`src/timer2_defs.vh`:
```
`ifndef TIMER2_DEFS_VH
`define TIMER2_DEFS_VH

// Register offsets on the register port.
`define T2_OFS_CTRL_A     8'hB0
`define T2_OFS_CTRL_B     8'hB1
`define T2_OFS_COUNT      8'hB2
`define T2_OFS_CMP_A      8'hB3
`define T2_OFS_CMP_B      8'hB4

// Reset values.
`define T2_CTRL_A_RST     8'h00
`define T2_CTRL_B_RST     4'h0
`define T2_BYTE_RST       8'h00

// Field positions in the control registers.
`define T2_A_MODE_A_HI    7
`define T2_A_MODE_A_LO    6
`define T2_A_MODE_B_HI    5
`define T2_A_MODE_B_LO    4
`define T2_A_WGM_HI       1
`define T2_A_WGM_LO       0
`define T2_B_FORCE_A      7
`define T2_B_FORCE_B      6
`define T2_B_WGM_TOP      3
`define T2_B_CS_HI        2
`define T2_B_CS_LO        0

// Waveform modes.
`define T2_WGM_NORMAL     3'h0
`define T2_WGM_PC_FF      3'h1
`define T2_WGM_CTC        3'h2
`define T2_WGM_FAST_FF    3'h3
`define T2_WGM_PC_OCR     3'h5
`define T2_WGM_FAST_OCR   3'h7

// Counter limits.
`define T2_MAX            8'hFF
`define T2_BOTTOM         8'h00

// Prescaler width, enough for the largest divisor of 1024.
`define T2_PRESC_W        10
`endif

```
`src/timer2_prescaler.v`:
```
`timescale 1ns/1ps
`include "timer2_defs.vh"

module timer2_prescaler #(
   parameter W = `T2_PRESC_W
) (
   input  wire       mclk_i,
   input  wire       sys_rst_i,
   input  wire       clear_i,
   input  wire [2:0] sel_i,
   output reg        tick_o
);

   reg [W-1:0] div_q;

   // Free-running divider; clearing it gives software a defined phase.
   always @(posedge mclk_i or posedge sys_rst_i) begin
      if (sys_rst_i) begin
         div_q <= {W{1'b0}};
      end else if (clear_i) begin
         div_q <= {W{1'b0}};
      end else begin
         div_q <= div_q + {{(W-1){1'b0}}, 1'b1};
      end
   end

   // One tick per divided period; code zero stops the counter.
   always @* begin
      case (sel_i)
         3'h0:    tick_o = 1'b0;
         3'h1:    tick_o = 1'b1;
         3'h2:    tick_o = &div_q[2:0];
         3'h3:    tick_o = &div_q[4:0];
         3'h4:    tick_o = &div_q[5:0];
         3'h5:    tick_o = &div_q[6:0];
         3'h6:    tick_o = &div_q[7:0];
         default: tick_o = &div_q[9:0];
      endcase
   end

endmodule // timer2_prescaler

```
`src/timer2_wave_unit.v`:
```
`timescale 1ns/1ps

module timer2_wave_unit #(
   parameter IS_A = 1
) (
   input  wire       mclk_i,
   input  wire       sys_rst_i,
   input  wire [1:0] mode_i,
   input  wire       wgm_top_i,
   input  wire       fast_i,
   input  wire       phase_i,
   input  wire       match_i,
   input  wire       force_i,
   input  wire       wrap_i,
   input  wire       turn_i,
   input  wire       down_i,
   input  wire       eq_top_i,
   output reg        wave_o,
   output wire       connected_o
);

   wire pwm       = fast_i | phase_i;
   // Code 01 only toggles outside PWM, or on channel A with mode bit 2.
   wire toggle_ok = (mode_i == 2'b01) &
                    (~pwm | ((IS_A != 0) & wgm_top_i));
   // A compare value equal to TOP loses its match in PWM modes for codes 10 and 11; the code 01 toggle keeps it.
   wire hit       = match_i & ~(pwm & eq_top_i);

   assign connected_o = mode_i[1] | toggle_ok;

   // The output flop changes only on events of the selected mode.
   always @(posedge mclk_i or posedge sys_rst_i) begin
      if (sys_rst_i) begin
         wave_o <= 1'b0;
      end else if (toggle_ok) begin
         if (match_i | force_i) begin
            wave_o <= ~wave_o;
         end
      end else if (mode_i[1]) begin
         if (~pwm) begin
            if (match_i | force_i) begin
               wave_o <= mode_i[0];
            end
         end else if (fast_i) begin
            if (wrap_i) begin
               wave_o <= ~mode_i[0];
            end else if (hit) begin
               wave_o <= mode_i[0];
            end
         end else begin
            if (turn_i & eq_top_i) begin
               wave_o <= ~mode_i[0];
            end else if (hit) begin
               wave_o <= down_i ? ~mode_i[0] : mode_i[0];
            end
         end
      end
   end

endmodule // timer2_wave_unit

```
`src/timer2_waveform_control.v`:
```
`timescale 1ns/1ps
`include "timer2_defs.vh"

// Operation
// - Nonzero output mode code routes the waveform to the pin, not port data, except code 01 in PWM when it is off.
// - Non-PWM channel A: 00 off, 01 toggle, 10 clear, 11 set on match.
// - Non-PWM channel B: 00 off, 01 toggle, 10 clear, 11 set on match.
// - Fast PWM A: 10 clears at match, sets at bottom; 11 inverts.
// - PWM A code 01 is off, or toggles on match when mode bit 2 set.
// - Fast PWM A codes 10/11 with compare at TOP ignore match, act at bottom.
// - Fast PWM B: 01 reserved; 10 clear match, set bottom; 11 inverts.
// - Phase PWM A: 10 clears on up match, sets on down match; 11 opposite.
// - Phase PWM A codes 10/11 with compare at TOP ignore match, act at TOP.
// - Phase PWM B: 01 reserved; 10 clear up, set down; 11 opposite.
// - PWM B with compare at TOP ignores match, acts at bottom in fast, at TOP in phase.
// - Mode is control A bits 1:0 with control B bit 3 on top.
// - Modes set sequence and TOP; 4 and 6 reserved.
// - Compare update and overflow points depend on the waveform mode.
// - Force A in non-PWM applies channel A code at once.
// - Force A raises no match pulse, never clears counter, reads zero.
// - Force B behaves likewise for channel B.
// - Clock select zero stops counting; code 001 ticks every clock.
// - Codes 010 to 111 divide by 8, 32, 64, 128, 256, 1024.
// - Both compare values are compared continuously with the counter.
module timer2_waveform_control (
   input  wire       mclk_i,
   input  wire       sys_rst_i,
   input  wire [7:0] addr_i,
   input  wire       wr_en_i,
   input  wire       rd_en_i,
   input  wire [7:0] wdata_i,
   output reg  [7:0] rdata_o,
   input  wire       presc_clear_i,
   input  wire       port_a_i,
   input  wire       port_dir_a_i,
   input  wire       port_b_i,
   input  wire       port_dir_b_i,
   output reg        pin_a_o,
   output wire       pin_a_oe_n_o,
   output reg        pin_b_o,
   output wire       pin_b_oe_n_o,
   output reg        overflow_o,
   output reg        match_a_o,
   output reg        match_b_o
);

   reg  [7:0] ctrl_a_q;
   reg  [3:0] ctrl_b_q;
   reg  [7:0] count_q;
   reg        down_q;
   reg        block_q;
   reg  [7:0] cmp_a_buf_q;
   reg  [7:0] cmp_b_buf_q;
   reg  [7:0] cmp_a_q;
   reg  [7:0] cmp_b_q;
   reg  [7:0] count_d;
   reg        down_d;
   wire       tick;
   wire       wave_a;
   wire       wave_b;
   wire       conn_a;
   wire       conn_b;

   // True when the register port addresses the given byte.
   function addr_is;
      input [7:0] addr;
      input [7:0] ofs;
      begin
         addr_is = (addr == ofs);
      end
   endfunction

   // One counter step; both directions wrap modulo 256 on purpose, so a
   // counter left above a new TOP runs round to zero instead of sticking.
   function [7:0] count_step;
      input [7:0] value;
      input       down;
      begin
         count_step = down ? (value - 8'h01) : (value + 8'h01);
      end
   endfunction

   // Mode decode; reserved modes 4 and 6 count like normal mode.
   wire [2:0] wgm = {ctrl_b_q[`T2_B_WGM_TOP],
                     ctrl_a_q[`T2_A_WGM_HI:`T2_A_WGM_LO]};
   wire fast  = (wgm == `T2_WGM_FAST_FF) | (wgm == `T2_WGM_FAST_OCR);
   wire phase = (wgm == `T2_WGM_PC_FF) | (wgm == `T2_WGM_PC_OCR);
   wire clear_on_compare_mode   = (wgm == `T2_WGM_CTC);
   wire pwm   = fast | phase;

   // TOP comes from compare A in modes 2, 5 and 7, else it is MAX.
   wire       top_ocr = clear_on_compare_mode | (wgm == `T2_WGM_PC_OCR) |
                        (wgm == `T2_WGM_FAST_OCR);
   wire [7:0] top     = top_ocr ? cmp_a_q : `T2_MAX;
   wire       at_top  = (count_q == top);
   wire       at_max  = (count_q == `T2_MAX);
   wire       at_bot  = (count_q == `T2_BOTTOM);

   // Register port strobes.
   wire wr_a   = wr_en_i & addr_is(addr_i, `T2_OFS_CTRL_A);
   wire wr_b   = wr_en_i & addr_is(addr_i, `T2_OFS_CTRL_B);
   wire wr_cnt = wr_en_i & addr_is(addr_i, `T2_OFS_COUNT);
   wire wr_ca  = wr_en_i & addr_is(addr_i, `T2_OFS_CMP_A);
   wire wr_cb  = wr_en_i & addr_is(addr_i, `T2_OFS_CMP_B);

   // Force strobes act only outside PWM and are never stored.
   wire force_a = wr_b & wdata_i[`T2_B_FORCE_A] & ~pwm;
   wire force_b = wr_b & wdata_i[`T2_B_FORCE_B] & ~pwm;

   // Timer events, all qualified by the prescaled tick.
   wire wrap_evt = tick & fast & at_top;
   wire turn_evt = tick & phase & ~down_q & at_top;
   wire bot_evt  = tick & phase & down_q & at_bot;
   wire hit_a    = tick & ~block_q & (count_q == cmp_a_q);
   wire hit_b    = tick & ~block_q & (count_q == cmp_b_q);

   // Overflow point per mode.
   wire ovf_evt = phase ? bot_evt :
                  (wgm == `T2_WGM_FAST_OCR) ? (tick & at_top) :
                  (tick & at_max);

   // Prescaler selects the counting rate.
   timer2_prescaler #(
      .W (`T2_PRESC_W)
   ) u_presc (
      .mclk_i    (mclk_i),
      .sys_rst_i (sys_rst_i),
      .clear_i   (presc_clear_i),
      .sel_i     (ctrl_b_q[`T2_B_CS_HI:`T2_B_CS_LO]),
      .tick_o    (tick)
   );

   // Control registers keep only their implemented bits.
   always @(posedge mclk_i or posedge sys_rst_i) begin
      if (sys_rst_i) begin
         ctrl_a_q <= `T2_CTRL_A_RST;
         ctrl_b_q <= `T2_CTRL_B_RST;
      end else begin
         if (wr_a) begin
            ctrl_a_q <= {wdata_i[7:4], 2'b00, wdata_i[1:0]};
         end
         if (wr_b) begin
            ctrl_b_q <= wdata_i[3:0];
         end
      end
   end

   // Next counter value and direction for the active sequence.
   always @* begin
      count_d = count_q;
      down_d  = down_q;
      if (tick) begin
         if (phase) begin
            if (~down_q) begin
               if (at_top) begin
                  down_d  = 1'b1;
                  count_d = count_step(count_q, 1'b1);
               end else begin
                  count_d = count_step(count_q, 1'b0);
               end
            end else if (at_bot) begin
               down_d  = 1'b0;
               count_d = count_step(count_q, 1'b0);
            end else begin
               count_d = count_step(count_q, 1'b1);
            end
         end else if ((fast | clear_on_compare_mode) & at_top) begin
            count_d = `T2_BOTTOM;
         end else begin
            count_d = count_step(count_q, 1'b0);
         end
      end
      if (~phase) begin
         down_d = 1'b0;
      end
   end

   // Counter; a software write wins over a tick and blocks the next match.
   always @(posedge mclk_i or posedge sys_rst_i) begin
      if (sys_rst_i) begin
         count_q <= `T2_BYTE_RST;
         down_q  <= 1'b0;
         block_q <= 1'b0;
      end else if (wr_cnt) begin
         count_q <= wdata_i;
         down_q  <= down_d;
         block_q <= 1'b1;
      end else begin
         count_q <= count_d;
         down_q  <= down_d;
         if (tick) begin
            block_q <= 1'b0;
         end
      end
   end

   // Compare values are double buffered. The buffer always takes the
   // write; the active copy follows at once outside PWM, at TOP in phase
   // correct and at bottom in fast PWM so a duty change never glitches.
   always @(posedge mclk_i or posedge sys_rst_i) begin
      if (sys_rst_i) begin
         cmp_a_buf_q <= `T2_BYTE_RST;
         cmp_b_buf_q <= `T2_BYTE_RST;
         cmp_a_q     <= `T2_BYTE_RST;
         cmp_b_q     <= `T2_BYTE_RST;
      end else begin
         if (wr_ca) begin
            cmp_a_buf_q <= wdata_i;
         end
         if (wr_cb) begin
            cmp_b_buf_q <= wdata_i;
         end
         if (~pwm | wrap_evt | turn_evt) begin
            cmp_a_q <= cmp_a_buf_q;
            cmp_b_q <= cmp_b_buf_q;
         end
      end
   end

   // Channel A waveform.
   timer2_wave_unit #(
      .IS_A (1)
   ) u_wave_a (
      .mclk_i      (mclk_i),
      .sys_rst_i   (sys_rst_i),
      .mode_i      (ctrl_a_q[`T2_A_MODE_A_HI:`T2_A_MODE_A_LO]),
      .wgm_top_i   (wgm[2]),
      .fast_i      (fast),
      .phase_i     (phase),
      .match_i     (hit_a),
      .force_i     (force_a),
      .wrap_i      (wrap_evt),
      .turn_i      (turn_evt),
      .down_i      (down_q),
      .eq_top_i    (cmp_a_q == top),
      .wave_o      (wave_a),
      .connected_o (conn_a)
   );

   // Channel B waveform.
   timer2_wave_unit #(
      .IS_A (0)
   ) u_wave_b (
      .mclk_i      (mclk_i),
      .sys_rst_i   (sys_rst_i),
      .mode_i      (ctrl_a_q[`T2_A_MODE_B_HI:`T2_A_MODE_B_LO]),
      .wgm_top_i   (wgm[2]),
      .fast_i      (fast),
      .phase_i     (phase),
      .match_i     (hit_b),
      .force_i     (force_b),
      .wrap_i      (wrap_evt),
      .turn_i      (turn_evt),
      .down_i      (down_q),
      .eq_top_i    (cmp_b_q == top),
      .wave_o      (wave_b),
      .connected_o (conn_b)
   );

   // Pin data: waveform when connected, else the ordinary port value.
   always @(posedge mclk_i or posedge sys_rst_i) begin
      if (sys_rst_i) begin
         pin_a_o <= 1'b0;
         pin_b_o <= 1'b0;
      end else begin
         pin_a_o <= conn_a ? wave_a : port_a_i;
         pin_b_o <= conn_b ? wave_b : port_b_i;
      end
   end

   // The direction bit alone enables the driver, even when overridden.
   assign pin_a_oe_n_o = ~port_dir_a_i;
   assign pin_b_oe_n_o = ~port_dir_b_i;

   // Event pulses; a forced compare is deliberately absent from these.
   always @(posedge mclk_i or posedge sys_rst_i) begin
      if (sys_rst_i) begin
         overflow_o <= 1'b0;
         match_a_o  <= 1'b0;
         match_b_o  <= 1'b0;
      end else begin
         overflow_o <= ovf_evt;
         match_a_o  <= hit_a;
         match_b_o  <= hit_b;
      end
   end

   // Read data is registered; force bits and unused bits read zero.
   always @(posedge mclk_i or posedge sys_rst_i) begin
      if (sys_rst_i) begin
         rdata_o <= `T2_BYTE_RST;
      end else if (rd_en_i) begin
         case (addr_i)
            `T2_OFS_CTRL_A: rdata_o <= ctrl_a_q;
            `T2_OFS_CTRL_B: rdata_o <= {4'h0, ctrl_b_q};
            `T2_OFS_COUNT:  rdata_o <= count_q;
            `T2_OFS_CMP_A:  rdata_o <= cmp_a_buf_q;
            `T2_OFS_CMP_B:  rdata_o <= cmp_b_buf_q;
            default:        rdata_o <= `T2_BYTE_RST;
         endcase
      end
   end

endmodule // timer2_waveform_control

```
`config.mk`:
```
export PLATFORM = sky130hd
export DESIGN_NAME = timer2_waveform_control
export DESIGN_NICKNAME = d
export VERILOG_FILES = /design/src/timer2_prescaler.v /design/src/timer2_wave_unit.v /design/src/timer2_waveform_control.v
export VERILOG_INCLUDE_DIRS = /design/src
export SDC_FILE = /design/constraint.sdc
export NUM_CORES = 1
export LEC_CHECK = 0
export BUFFER_PORTS_ARGS = -buffer_cell sky130_fd_sc_hd__buf_2
export CORE_MARGIN = 4
export CORE_UTILIZATION = 40
export DETAILED_ROUTE_END_ITERATION = 8
export PLACE_DENSITY_LB_ADDON = 0.12
export SYNTH_ARGS = -nofsm -noshare
export SYNTH_HDL_FRONTEND = slang
export SYNTH_SLANG_ARGS = --single-unit
```
`constraint.sdc`:
```
create_clock -name mclk_i -period 4.99 [get_ports mclk_i]
set_input_delay 0.499 -clock mclk_i [delete_from_list [all_inputs] [get_ports mclk_i]]
set_output_delay 0.499 -clock mclk_i [all_outputs]
set_load 0.02 [all_outputs]
```
# Word-level counts from Yosys, hierarchy flattened
# Cells that the tools add are included.
dict set report classes {
  addsub 3
  eq_ne 31
  mux 44
  bitwise_logic 54
  reduce_logical 15
}
# cell n
set ops {}
lappend ops {{8-bit 2-to-1 mux} 8}
lappend ops {{8-bit equality test (second input constant)} 6}
lappend ops {{8-bit equality test} 5}
lappend ops {{8-bit case mux with 5 select lines} 1}
lappend ops {{1-bit 2-to-1 mux} 33}
lappend ops {{1-bit bitwise AND} 30}
lappend ops {{3-bit equality test (second input constant)} 5}
lappend ops {{5-bit AND reduction} 3}
lappend ops {{1-bit OR} 13}
lappend ops {{3-bit by 2-bit equality test with 1-bit output (second input constant)} 4}
lappend ops {{1-bit NOT} 11}
lappend ops {{10-bit by 1-bit adder with 10-bit output (second input constant)} 1}
lappend ops {{10-bit 2-to-1 mux} 1}
lappend ops {{5-bit != test (second input constant)} 2}
lappend ops {{10-bit AND reduction} 1}
lappend ops {{2-bit nonzero test} 5}
lappend ops {{8-bit by 1-bit adder with 8-bit output (second input constant)} 1}
lappend ops {{8-bit logical NOT} 1}
lappend ops {{8-bit AND reduction} 1}
lappend ops {{8-bit by 1-bit subtractor with 8-bit output (second input constant)} 1}
lappend ops {{1-bit case mux with 7 select lines} 1}
lappend ops {{7-bit AND reduction} 1}
lappend ops {{3-bit by 1-bit equality test with 1-bit output (second input constant)} 2}
lappend ops {{2-bit != test (second input constant)} 3}
lappend ops {{6 further kinds} 7}
dict set report word_totals {
  register_bits 77
  in_bits 25
  output_inout_bits 15
}

# Longest topological paths before layout
dict set report logic_depth {
  depth_word 14
  mapped_depth 11
  mapped_depth_nobuf 11
}

# Cells and area by module
# From an unflattened synthesis, not the netlist that was laid out.
dict set report unflattened {
  hier_cells 467
  hier_area_um2 4541.9
}
# module instances cells_each area_per_inst_um2 seq_area_each_um2
set by_module_without_submodules {}
lappend by_module_without_submodules {timer2_waveform_control 1 367 3667.3 1626.6}
lappend by_module_without_submodules {timer2_prescaler 1 58 551.8 250.2}
lappend by_module_without_submodules {{timer2_wave_unit (u_wave_a)} 1 24 171.4 25.0}
lappend by_module_without_submodules {{timer2_wave_unit (u_wave_b)} 1 18 151.4 25.0}

# Worst setup path before layout
# No wires, ideal clock.
dict set report synth_path {
  path_type {reg-to-reg}
  start {register ctrl_b_q[3]}
  end {register cmp_b_q[0]}
  setup_time_ns 0.125
  arrival_ns 2.765
  t_required_ns 4.865
  path_slack_ns 2.101
  stages_incl_launch_ff 11
  n_path_buf 3
  synth_period_minus_slack_ns 2.889
  cell_sequence {dfrtp_1 -> buf_6 -> or3b_1 -> buf_2 -> a2111oi_0 -> o32ai_1 -> nor4_4 -> nand2_2 -> o21ai_4 -> buf_4 -> mux2_2}
}
dict set report synth_via {
  elab_chain_len 8
  elab_cells_between_ends 20
}
# element line_no
set synth_lines {}
lappend synth_lines {{start: declaration} timer2_waveform_control.v:48} ;# reg [3:0] ctrl_b_q;
lappend synth_lines {{start signal: assignment} timer2_waveform_control.v:137} ;# ctrl_b_q <= `T2_CTRL_B_RST;
lappend synth_lines {{start signal: assignment} timer2_waveform_control.v:143} ;# ctrl_b_q <= wdata_i[3:0];
lappend synth_lines {{3-bit by 2-bit equality test with 1-bit output (no source line) / 3-bit equality test (equally long branches)} --}
lappend synth_lines {{1-bit OR (2 in a row)} timer2_waveform_control.v:92} ;# wire top_ocr = clear_on_compare_mode | (wgm == `T2_WGM_PC_OCR) |
lappend synth_lines {{8-bit 2-to-1 mux (no source line)} --}
lappend synth_lines {{8-bit equality test} timer2_waveform_control.v:95} ;# wire at_top = (count_q == top);
lappend synth_lines {{1-bit bitwise AND} timer2_waveform_control.v:111} ;# wire wrap_evt = tick & fast & at_top;
lappend synth_lines {{1-bit OR} timer2_waveform_control.v:213} ;# if (~pwm | wrap_evt | turn_evt) begin
lappend synth_lines {{1-bit OR *} timer2_waveform_control.v:213}
lappend synth_lines {{end signal: assignment} timer2_waveform_control.v:205} ;# cmp_b_q <= `T2_BYTE_RST;
lappend synth_lines {{end signal: assignment} timer2_waveform_control.v:215} ;# cmp_b_q <= cmp_b_buf_q;
lappend synth_lines {{end: declaration} timer2_waveform_control.v:55} ;# reg [7:0] cmp_b_q;
# Every way passes the cells marked *; elsewhere a longest branch is shown, timed or not.
# A chain may end at the register's enable or synchronous reset.

# Final worst setup path
dict set report layout_path {
  start {register ctrl_a_q[0]}
  end {register cmp_b_q[5]}
}
dict set report layout_via {
  elab_chain_len 8
  elab_cells_between_ends 20
}
# element line_no
set layout_lines {}
lappend layout_lines {{start: declaration} timer2_waveform_control.v:47} ;# reg [7:0] ctrl_a_q;
lappend layout_lines {{start signal: assignment} timer2_waveform_control.v:136} ;# ctrl_a_q <= `T2_CTRL_A_RST;
lappend layout_lines {{start signal: assignment} timer2_waveform_control.v:140} ;# ctrl_a_q <= {wdata_i[7:4], 2'b00, wdata_i[1:0]};
lappend layout_lines {{3-bit by 2-bit equality test with 1-bit output (no source line) / 3-bit equality test (equally long branches)} --}
lappend layout_lines {{1-bit OR (2 in a row)} timer2_waveform_control.v:92}
lappend layout_lines {{8-bit 2-to-1 mux (no source line)} --}
lappend layout_lines {{8-bit equality test} timer2_waveform_control.v:95}
lappend layout_lines {{1-bit bitwise AND} timer2_waveform_control.v:111}
lappend layout_lines {{1-bit OR} timer2_waveform_control.v:213}
lappend layout_lines {{1-bit OR *} timer2_waveform_control.v:213}
# Marks and branches as above.

==> results by group <==
Final layout
  – Share of cells above drive strength 1: 21.6%
  – Fin area: 0.00520 mm²
  – Layout area overhead: 11.8%
  – Area taken by multi-input logic gates: 0.00253 mm²
  – ANT cells: 0
  – Layout net count: 527
  – Register area: 0.00193 mm²
  – Fill count: 1114
  – Most common cell after layout, fill and taps aside: dfrtp_1
  – Commonest cells after routing, fill and taps aside: dfrtp_1 (77), mux2_2 (44), buf_2 (39)

Flow run
  – Max cap viols: 0

Yosys
  – Post-synth EDFFs: 0
  – Register area share after synthesis: 41.4%
  – Synth Cell Area: 0.00465 mm²
  – Ys async rst share: 100%
  – Syn Inst Count: 473
  – Mean post-synth cell area: 9.83 µm²
  – Yosys top cell by area: dfrtp_1
  – Synth warn: 0
  – Syn Nets: 504
  – Post-synth top flop: dfrtp_1
  – Main area contributors after synthesis: dfrtp_1 (41%), mux2_2 (11%), mux2i_1 (3.0%)
  – Netlist cell types: 65
  – Area share of the largest cell type after synthesis: 41.4%
  – Flops & latches, synth: 77

Global routing
  – Largest net degree at the start of global routing: 78
  – Vias in the first global route: 3726
  – Global-route wire length before repair: 20.8 mm
  – GRT Overall Usage: 20.5%
  – Overflow after GRT: 0
  – Initial antenna violation count: 0

Pwr
  – Pleak: 2.33 nW
  – Power Density: 336 mW/mm²
  – Peak VDD IR: 0.197 mV

Floorplan
  – Cell Rows: 39
  – Initial Utilization: 40.7%
  – Core area: 0.0114 mm²
  – # IOs: 40
  – Die X-Extent: 116 µm
  – Die ar.: 0.0134 mm²
  – Die Span Y: 116 µm

Placement
  – DP Area: 0.00492 mm²
  – Routability Congestion: 0.881
  – Input/output buffers: 39
  – Pre-CTS setup slack: 1.52 ns
  – Hpwl dp: 9.50 mm

Clocking
  – Postcts setup bufs: 0
  – Num CTS Buffers: 9
  – Clk_lat worst skew: 0.34 ns
  – CTS max path bufs: 2
  – Root Buffer: clkbuf_16
  – Clock sinks: 77
  – # hold bufs at CTS: 0
  – Post-cts resize count: 0
  – Clk slew on worst S/H paths: 0.06 ns
  – CTS tree: built
  – CTS H-tree depth: 3

STA
  – Final min period: 3.48 ns
  – Fin. max-slew vios: 0
  – Worst Slack Setup Final: 1.51 ns
  – RSZ-0062 raised after global routing: no
  – Max Clock Freq: 287 MHz
  – Clk_skew: 0.00639 ns
  – Setup TNS: 0 ns
  – Final period util: 69.8%
  – # setup viols final: 0
  – Fin. Hold Viols: 0
  – Actual slew at the worst max-slew pin: 0.982 ns
  – Slew headroom: 34.5%

Routing
  – Drc violations: 0
  – Vias: 3868
  – Met3 Wirelength: 648 µm
  – Highest Signal Layer: met4
  – Pre-antenna DRT Iters: 5
  – Post-DRT Antenna Nets: 0
  – DRT met1 WL: 6.01 mm
  – Post-DR vias/cell: 6.01
  – DRT Wirelength: 12.9 mm
  – Routed WL per cell: 20.1 µm
  – Met2 wire len: 5.92 mm
  – Drt initial violations: 259

Critical path
  – WP data arrival: 3.71 ns
  – Crit-path max FO: 18
  – Worst Setup Path Type: flop to flop
  – Worst Setup Start Kind: flop
  – Worst setup EP type: flop
  – Worst endpoint required time: 5.22 ns

Status
  – Run status: completed

Worst hold path
  – Tightest Hold Check Type: primary input to flop
[kinds of logic (layout without fill, tap and decap cells)]
logic type      Yosys count  in the layout  synth area share [%]
simple gates            150            150                  17.4
compound gates          110            110                  17.4
flops                    77             77                  41.4
mux                      58             58                  13.7
buf+inv                  49             77                  4.22
xor+xnor                 23             23                  4.33
fa+ha+maj                 6              6                  1.61
[worst paths after layout]
| check | startpoint | endpoint | slack (ns) | cells past startpoint |
|---|---|---|---|---|
| max | ctrl_a_q[0] | cmp_b_q[5] | 1.51 | 7 |
| min reg2reg | u_presc.div_q[0] | u_presc.div_q[0] | 0.48 | 1 |
| min | port_b_i | pin_b_o | 0.39 | 2 |
| min in group asynchronous | sys_rst_i | u_presc.div_q[3] | 0.46 | 3 |
| max reg2reg | ctrl_a_q[0] | cmp_b_q[5] | 1.51 | 7 |
| max in group asynchronous | sys_rst_i | rdata_o[5] | 3.91 | 3 |
[report_power, final]
part | internal (mW) | switching, mW | leakage (nW) | total, mW
logic | 0.154 | 0.192 | 1.16 | 0.346
clock network | 0.354 | 0.257 | 0.138 | 0.611
registers | 0.668 | 0.122 | 1.03 | 0.790
[metal layers]
metal	vias to the layer above	GRT usage, %
li1	1814	-
met1	1903	28.4
met2	130	31.3
met3	21	3.45
met4	0	9.51
met5	-	0
[state kept, by name, indices dropped and copies added, names as in the netlist]
register	cells
u_presc.div_q	10
cmp_a_buf_q	8
cmp_a_q	8
cmp_b_buf_q	8
cmp_b_q	8
count_q	8
rdata_o	8
ctrl_a_q	6
ctrl_b_q	4
block_q	1
down_q	1
match_a_o	1
match_b_o	1
overflow_o	1
pin_a_o	1
pin_b_o	1
u_wave_a.wave_o	1
u_wave_b.wave_o	1
[stage by stage]
stage	hold slack [ns]	utilization, %	cells	total power [mW]
after floorplan	0.438	-	473	1.03
after global placement	0.466	43.1	628	1.14
after detailed placement	0.472	43.1	628	1.14
after CTS	0.380	45.5	644	1.76
after global routing	0.393	45.5	644	1.84
final	0.388	45.5	644	1.75
[critical path: stages, from the launching register on]
cell	delay [ns]
dfrtp_1	0.58
or3b_1	0.55
a2111oi_0	0.49
o32ai_1	0.24
nor4_4	0.38
nand2_2	0.23
o21ai_4	0.50
mux2_2	0.39
[Yosys cell counts, types with 4 or more instances]
library cell,n
nor3_1,9
nor2b_1,10
mux2i_1,14
o22ai_1,9
nand2_1,33
nand3_1,15
mux2_2,44
dfrtp_1,77
a32o_1,4
o21ai_0,15
a21oi_1,17
a22o_1,5
inv_1,19
xnor2_1,14
o31ai_1,6
nand4_1,4
a311oi_1,4
and2_1,5
or4bb_1,4
o211ai_1,4
and3_1,9
ha_1,6
a222oi_1,7
nor2_1,32
a31oi_1,4
clkbuf_1,26
xor2_1,9
nor4_1,7
a211oi_1,5
nand2b_1,4
[layout make-up]
| cell class | instances | area share, % |
|---|---|---|
| clock buffers | 12 | 4.74 |
| clock inverters | 4 | 0.602 |
| inverters | 19 | 1.40 |
| multi-input cells | 347 | 48.6 |
| flip-flops and latches | 77 | 37.1 |
| well taps | 143 | 3.44 |
| repair buffers | 42 | 4.19 |
Power figures use the tool's default switching activity.
